[config.mk]
export PLATFORM = sky130hd
export DESIGN_NAME = spss_top
export DESIGN_NICKNAME = d
export VERILOG_FILES = /design/src/verilog/spss_pkg.sv /design/src/verilog/spss_sync.sv /design/src/verilog/spss_top.sv
export VERILOG_INCLUDE_DIRS = /design/src /design/src/verilog
export SDC_FILE = /design/constraint.sdc
export NUM_CORES = 1
export LEC_CHECK = 0
export ABC_AREA = 1
export BUFFER_PORTS_ARGS = -buffer_cell sky130_fd_sc_hd__buf_4
export CORE_UTILIZATION = 52
export CTS_CLUSTER_SIZE = 16
export DETAILED_ROUTE_END_ITERATION = 6
export PLACE_DENSITY = 0.9
export SYNTH_ARGS = -nofsm -noshare
export SYNTH_HDL_FRONTEND = slang
export SYNTH_SLANG_ARGS = --single-unit
export TNS_END_PERCENT = 50
[constraint.sdc]
create_clock -name sys_clk -period 1.7 [get_ports sys_clk]
set_input_delay 0 -clock sys_clk [delete_from_list [all_inputs] [get_ports sys_clk]]
set_output_delay 0 -clock sys_clk [all_outputs]
set_load 0.02 [all_outputs]
[src/verilog/spss_cfg.svh]
// timing constants and field positions for the sensor power and stream sequencer
`ifndef SPSS_CFG_SVH
`define SPSS_CFG_SVH
`define SPSS_CLK_HZ          40000000
`define SPSS_INIT_REF_CLKS   160000
`define SPSS_PLL_LOCK_US     1000
`define SPSS_PLL_LOCK_CYC    ((`SPSS_PLL_LOCK_US * (`SPSS_CLK_HZ / 1000000)))
`define SPSS_STREAM_BIT      2
`define SPSS_MODE_W          16
`define SPSS_PIX_W           10
`define SPSS_CNT_W           20
`endif

[src/verilog/spss_pkg.sv]
// types for the sensor power and stream sequencer
package spss_pkg;
  typedef enum logic [2:0] {
    SPSS_HARD_RESET,
    SPSS_INIT,
    SPSS_STANDBY,
    SPSS_PLL_WAIT,
    SPSS_STREAMING,
    SPSS_DRAIN
  } spss_state_t;
endpackage

[src/verilog/spss_sync.sv]
// two-stage synchroniser for pin inputs
`timescale 1ns/1ps
module spss_sync #(
  parameter int W = 1
) (
  input  wire logic         sys_clk,
  input  wire logic         resetn,
  input  wire logic [W-1:0] din,
  output logic      [W-1:0] dout
);
  logic [W-1:0] meta_r;
  logic [W-1:0] meta_nxt;
  logic [W-1:0] dout_r;
  logic [W-1:0] dout_nxt;

  always_comb begin
    meta_nxt = din;
    dout_nxt = meta_r;
    if (!resetn) begin
      meta_nxt = '0;
      dout_nxt = '0;
    end
  end

  always_ff @(posedge sys_clk) begin
    meta_r <= meta_nxt;
    dout_r <= dout_nxt;
  end

  assign dout = dout_r;
endmodule

[src/verilog/spss_top.sv]
// device-side power-up, reset, init and stream sequencing
`timescale 1ns/1ps
`include "spss_cfg.svh"

// Functional notes
// (RQ1) host powers rails in order, 100 us apart
// (RQ2) host starts reference clock after last rail
// (RQ3) host holds hard reset low 1 ms
// (RQ4) pixel outputs tri-stated during hard reset
// (RQ5) 160000 reference clocks of init, then standby
// (RQ6) stream bit set enables the PLL
// (RQ7) stream only after 1 ms PLL lock
// (RQ8) host clears stream bit before power-down
// (RQ9) stream clear finishes row or frame first
// (RQ10) host removes rails in reverse order
// (RQ11) host waits 100 ms before next power-up
// (RQ12) host waits one frame before removing supply
module spss_top
  import spss_pkg::*;
#(
  parameter int INIT_CYC = `SPSS_INIT_REF_CLKS,
  parameter int PLL_CYC  = `SPSS_PLL_LOCK_CYC
) (
  input  wire logic                    sys_clk,
  input  wire logic                    resetn,
  input  wire logic                    hard_reset_n_pin,
  input  wire logic [`SPSS_MODE_W-1:0] mode_wdata,
  input  wire logic                    mode_we,
  input  wire logic                    stop_at_frame,
  input  wire logic                    row_end,
  input  wire logic                    frame_end,
  input  wire logic [`SPSS_PIX_W-1:0]  pix_data_in,
  input  wire logic                    frame_valid_in,
  input  wire logic                    line_valid_in,
  output logic [`SPSS_MODE_W-1:0]      mode_rdata,
  output logic                         pll_enable,
  output logic                         streaming,
  output logic                         soft_standby,
  output logic                         init_busy,
  output logic                         patch_rom_load,
  output logic                         one_time_prog_memory_load,
  output logic [`SPSS_PIX_W-1:0]       pix_data_out,
  output logic                         frame_valid_out,
  output logic                         line_valid_out,
  output logic                         pix_oe_n
);
  logic                    hrst_n_s;
  spss_state_t             state_r;
  spss_state_t             state_nxt;
  logic [`SPSS_CNT_W-1:0]  cnt_r;
  logic [`SPSS_CNT_W-1:0]  cnt_nxt;
  logic [`SPSS_MODE_W-1:0] mode_r;
  logic [`SPSS_MODE_W-1:0] mode_nxt;
  logic [`SPSS_PIX_W-1:0]  pix_r;
  logic [`SPSS_PIX_W-1:0]  pix_nxt;
  logic                    fv_r;
  logic                    fv_nxt;
  logic                    lv_r;
  logic                    lv_nxt;
  logic                    oe_n_r;
  logic                    oe_n_nxt;
  logic                    stream_bit;
  logic                    hold_rst;
  logic                    mode_open;
  logic                    pix_drive;
  logic                    in_init;
  logic                    in_standby;
  logic                    in_pll_wait;
  logic                    stream_on;
  logic                    init_done;
  logic                    lock_done;
  logic                    drain_done;
  logic                    pix_gate;
  logic [`SPSS_PIX_W-1:0]  pix_gated;

  spss_sync #(.W(1)) u_sync (
    .sys_clk (sys_clk),
    .resetn  (resetn),
    .din     (hard_reset_n_pin),
    .dout    (hrst_n_s)
  );

  assign stream_bit = mode_r[`SPSS_STREAM_BIT];
  assign hold_rst    = !resetn || !hrst_n_s;
  assign mode_open   = (state_r != SPSS_HARD_RESET) && (state_r != SPSS_INIT);
  assign pix_drive   = (state_r != SPSS_HARD_RESET);

  // state decodes
  assign in_init     = (state_r == SPSS_INIT);
  assign in_standby  = (state_r == SPSS_STANDBY);
  assign in_pll_wait = (state_r == SPSS_PLL_WAIT);
  assign stream_on   = (state_r == SPSS_STREAMING) || (state_r == SPSS_DRAIN);

  // counter end points and drain end
  assign init_done   = (cnt_r == `SPSS_CNT_W'(INIT_CYC - 1));
  assign lock_done   = (cnt_r == `SPSS_CNT_W'(PLL_CYC - 1));
  assign drain_done  = stop_at_frame ? frame_end : row_end; // RQ9

  // mode register, refused during hard reset and init
  always_comb begin
    mode_nxt = mode_r;
    if (mode_we && mode_open) begin
      mode_nxt = mode_wdata;
    end
    if (hold_rst) begin
      mode_nxt = '0;
    end
  end

  always_ff @(posedge sys_clk) begin
    mode_r <= mode_nxt;
  end

  // sequencing state
  always_comb begin
    state_nxt = state_r;
    cnt_nxt   = cnt_r;
    unique case (state_r)
      SPSS_HARD_RESET: begin
        cnt_nxt = '0;
        if (hrst_n_s) begin
          state_nxt = SPSS_INIT;
        end
      end
      SPSS_INIT: begin
        cnt_nxt = cnt_r + 1'b1;
        if (init_done) begin // RQ5
          state_nxt = SPSS_STANDBY;
          cnt_nxt   = '0;
        end
      end
      SPSS_STANDBY: begin
        cnt_nxt = '0;
        if (stream_bit) begin
          state_nxt = SPSS_PLL_WAIT; // RQ6
        end
      end
      SPSS_PLL_WAIT: begin
        cnt_nxt = cnt_r + 1'b1;
        if (!stream_bit) begin
          state_nxt = SPSS_STANDBY;
        end else if (lock_done) begin // RQ7
          state_nxt = SPSS_STREAMING;
          cnt_nxt   = '0;
        end
      end
      SPSS_STREAMING: begin
        if (!stream_bit) begin
          state_nxt = SPSS_DRAIN;
        end
      end
      SPSS_DRAIN: begin
        if (drain_done) begin
          state_nxt = SPSS_STANDBY; // RQ9
        end
      end
    endcase
    if (!hrst_n_s) begin
      state_nxt = SPSS_HARD_RESET;
      cnt_nxt   = '0;
    end
    if (!resetn) begin
      state_nxt = SPSS_HARD_RESET;
      cnt_nxt   = '0;
    end
  end

  always_ff @(posedge sys_clk) begin
    state_r <= state_nxt;
    cnt_r   <= cnt_nxt;
  end

  // per-bit gate keeps pixel lines quiet outside streaming
  assign pix_gate = stream_on && !hold_rst;

  genvar gi;
  generate
    for (gi = 0; gi < `SPSS_PIX_W; gi = gi + 1) begin : g_pix
      assign pix_gated[gi] = pix_data_in[gi] & pix_gate;
    end
  endgenerate

  // pixel output stage
  always_comb begin
    pix_nxt  = pix_gated;
    fv_nxt   = 1'b0;
    lv_nxt   = 1'b0;
    oe_n_nxt = 1'b1;
    if (pix_drive) begin
      oe_n_nxt = 1'b0;
    end
    if (stream_on) begin
      fv_nxt  = frame_valid_in;
      lv_nxt  = line_valid_in;
    end
    if (hold_rst) begin
      oe_n_nxt = 1'b1; // RQ4
      pix_nxt  = '0;
      fv_nxt   = 1'b0;
      lv_nxt   = 1'b0;
    end
  end

  always_ff @(posedge sys_clk) begin
    pix_r  <= pix_nxt;
    fv_r   <= fv_nxt;
    lv_r   <= lv_nxt;
    oe_n_r <= oe_n_nxt;
  end

  assign mode_rdata                = mode_r;
  assign pll_enable                = in_pll_wait || stream_on; // RQ6
  assign streaming                 = stream_on;
  assign soft_standby              = in_standby;
  assign init_busy                 = in_init;
  assign patch_rom_load            = in_init;
  assign one_time_prog_memory_load = in_init;
  assign pix_data_out              = pix_r;
  assign frame_valid_out           = fv_r;
  assign line_valid_out            = lv_r;
  assign pix_oe_n                  = oe_n_r; // RQ4
endmodule
==> metrics.cfg <==
[synth]
yosysSeqAreaShare_pct=43.2
netlist.area_leader.share_pct=43.2
synth_edf_count=0
synth_common_cells=nor2_1 (89), nand2_1 (56), dfxtp_1 (54), inv_1 (42), o21ai_0 (20)
synth_compound_area_share_pct=6.34
syn_inst=356
ys_warn_count=0
synthAdderAreaFrac_pct=0.500
synth_mux_area_share_pct=0
ys_ff_latch=54
synth.most_common_cell=nor2_1
syn-num-nets=392
async_flop_share_pct=0
yosys-top-cells-area=dfxtp_1 (43%), nor2_1 (13%), nand2_1 (8.4%)
avgSynthCellArea_um2=7.04
netlist_area_um2=2500
ys_types=32
yosys.area.top_type=dfxtp_1
synth-simple-area-share_pct=34.8
ys.flop_type=dfxtp_1
synth_top_family_by_area=simple AND/OR/NAND/NOR gates
synth-xor-area-share_pct=5.24

[timing]
hold_viol=0
min_period_ns=1.65
slew_violations=0
setup_viol=0
finClkSkew_ns=0.0138
worst_pin_slew_ns=0.505
fmax_ghz=0.606
finalCritPeriodShare_pct=97.1
maxSlewHeadroom_pct=66.3

[placed_design]
portBuffers=69
hpwlAfterDp_mm=4.32
dpl_cell_area_um2=3060
gp_congestion=0.947
dp_cells=472

[detailed_routing]
ant_nets=0
vias_per_cell=5.50
drtIter0Drc=257
first_pass_iters=5
dr_total_vias=2812
routed_wl_mm=8.36
detail_route.wl_per_cell_um=16.4
drc_errors=0

[setup_path]
crit_required_ns=1.96
crit_slowest_cell=dfxtp_2
path_max_fanout=5
r2r_slack_ns=0.05
critPathCaptureType=flop
cp_slowest_stage_delay_ns=0.42
start_kind=flop
cp.arrival_ns=1.91
worstPathCellList=inv_1 -> nor2_1 -> nand2_1 -> o21ai_2 -> a21oi_4 -> nand3_1 -> nand2_1 -> nor2_1
crit_type=flop to flop

[floorplan]
dieHeight_um=71.4
initial_utilization_pct=55.6
num_rows=24
coreArea_um2=4500
io_pins=70
dieWidth_um=71.4
die-area_um2=5100

[pwr]
intPower_w=0.00172
vdd_drop_max_mv=0.576
switching_share_pct=23.9
switching_power_w=0.000538
pwr-share-seq_pct=56.3
p_clk_share_pct=35.5
power.density_nw_per_um2=637
p_leak_nw=1.60
combPwrFrac_pct=8.2

[clocking]
clkSinkCount=54
clock_path_buffers=2
ctsRootBufferMaster=clkbuf_8
cts_max_level=2
tritoncts=done
clk_latency_ns=0.33
cts_buffers=5
cts.clk_slew.worst_paths_ns=0.11
cts_setup_buffers=0

[final_layout]
drive_gt1_share_pct=25.9
syn2layout_area_growth_pct=41.4
final_cells=511
n_antenna_cell=0
design_area_um2=3540
fin_nets=494

[min_path]
hold_class=input pin to flop

[status]
outcome=complete, no violations

[global_route]
overflow=0
grt_start_max_net_pins=18
grt_pass1_wl_mm=13.2
grt_use_total_pct=33.9
grt_pass1_vias=2777
antenna_found_initial=0

[run]
max_cap_viol_count=0

layout make-up:
cell class              instances  area [um2]
flip-flops and latches         54        1080
multi-input cells             244        1240
clock inverters                 2        16.3
repair buffers                107         881
clock buffers                   6        82.6
well taps                      52        65.1
fillers                       266         963
inverters                      46         173
metal layers:
layer | vias to the layer above | GRT usage (%) | part of all wire [%]
met3 | 46 | 9.85 | 9.1
li1 | 1298 | - | -
met4 | 0 | 15.1 | 4.2
met1 | 1305 | 39.1 | 38
met2 | 163 | 58.4 | 48
met5 | - | 0 | 0
repair_timing:
item,CTS,global route
endpoints found under the setup margin,0,20
hold endpoints to repair,31,0
hold buffers,31,0
resized for setup,0,15
layout by cell type (no fill, tap or decap):
master / instances
a21oi_1: 4
a21oi_2: 1
a21oi_4: 1
a41o_1: 1
buf_4: 76
clkbuf_8: 6
clkinvlp_4: 1
dfxtp_1: 52
dfxtp_2: 2
dlygate4sd3_1: 31
ha_4: 1
inv_1: 42
inv_2: 4
inv_6: 1
nand2_1: 56
nand2_2: 4
nand2_8: 1
nand3_1: 14
nand3_2: 2
nand3b_1: 3
nand4_1: 4
nand4_4: 1
nor2_1: 88
nor2_2: 14
nor2_4: 1
nor2b_1: 1
nor3_1: 6
nor3_2: 2
nor4_1: 1
o21ai_0: 19
o21ai_1: 1
o21ai_2: 1
o22ai_1: 1
o31ai_1: 1
xnor2_1: 3
xor2_1: 12
sequential cells by signal, summed over array words and instances (netlist names), 3 cells and up:
register      cells
state_r           3
cnt_r            20
mode_rdata       16
pix_data_out     10
critical path: cells and delay by family, from the launching register on:
| family | cells | cell delay [ns] |
|---|---|---|
| compound gates | 2 | 0.30 |
| flops | 1 | 0.42 |
| buf+inv | 1 | 0.14 |
| simple gates | 5 | 0.72 |
worst paths after layout:
| check | from | end | cells past startpoint |
|---|---|---|---|
| max | state_r[0] | state_r[2] | 8 |
| min | mode_we | mode_rdata[2] | 4 |
| max reg2reg | state_r[0] | state_r[2] | 8 |
| min reg2reg | u_sync.meta_r | u_sync.dout | 2 |
cells by family after synthesis:
group | Yosys count
buf+inv | 58
xor+xnor | 15
compound gates | 30
simple gates | 198
fa+ha+maj | 1
flops | 54
metrics by stage:
stage                     TNS [ns]  utilization [%]  total power (W)  hold slack (ns)  worst slack (ns)
after floorplan                  0                -          0.00133           0.0935            0.0665
after CTS                        0             77.1          0.00222            0.174           0.00586
after detailed placement         0             68.0          0.00140            0.192            0.0178
final                            0             78.6          0.00226            0.256            0.0485
after global placement           0             68.0          0.00140            0.186            0.0966
after global routing       -0.0250             78.6          0.00232            0.272           -0.0202
power by group through the flow:
stage               clock network (W)  logic [W]  registers (W)
floorplan                           0  0.0000360        0.00130
detailed placement                  0   0.000105        0.00130
CTS                          0.000791   0.000162        0.00127
global placement                    0   0.000101        0.00130
finish                       0.000801   0.000185        0.00127
global route                 0.000857   0.000194        0.00127
(Power assumes the default switching activity.)
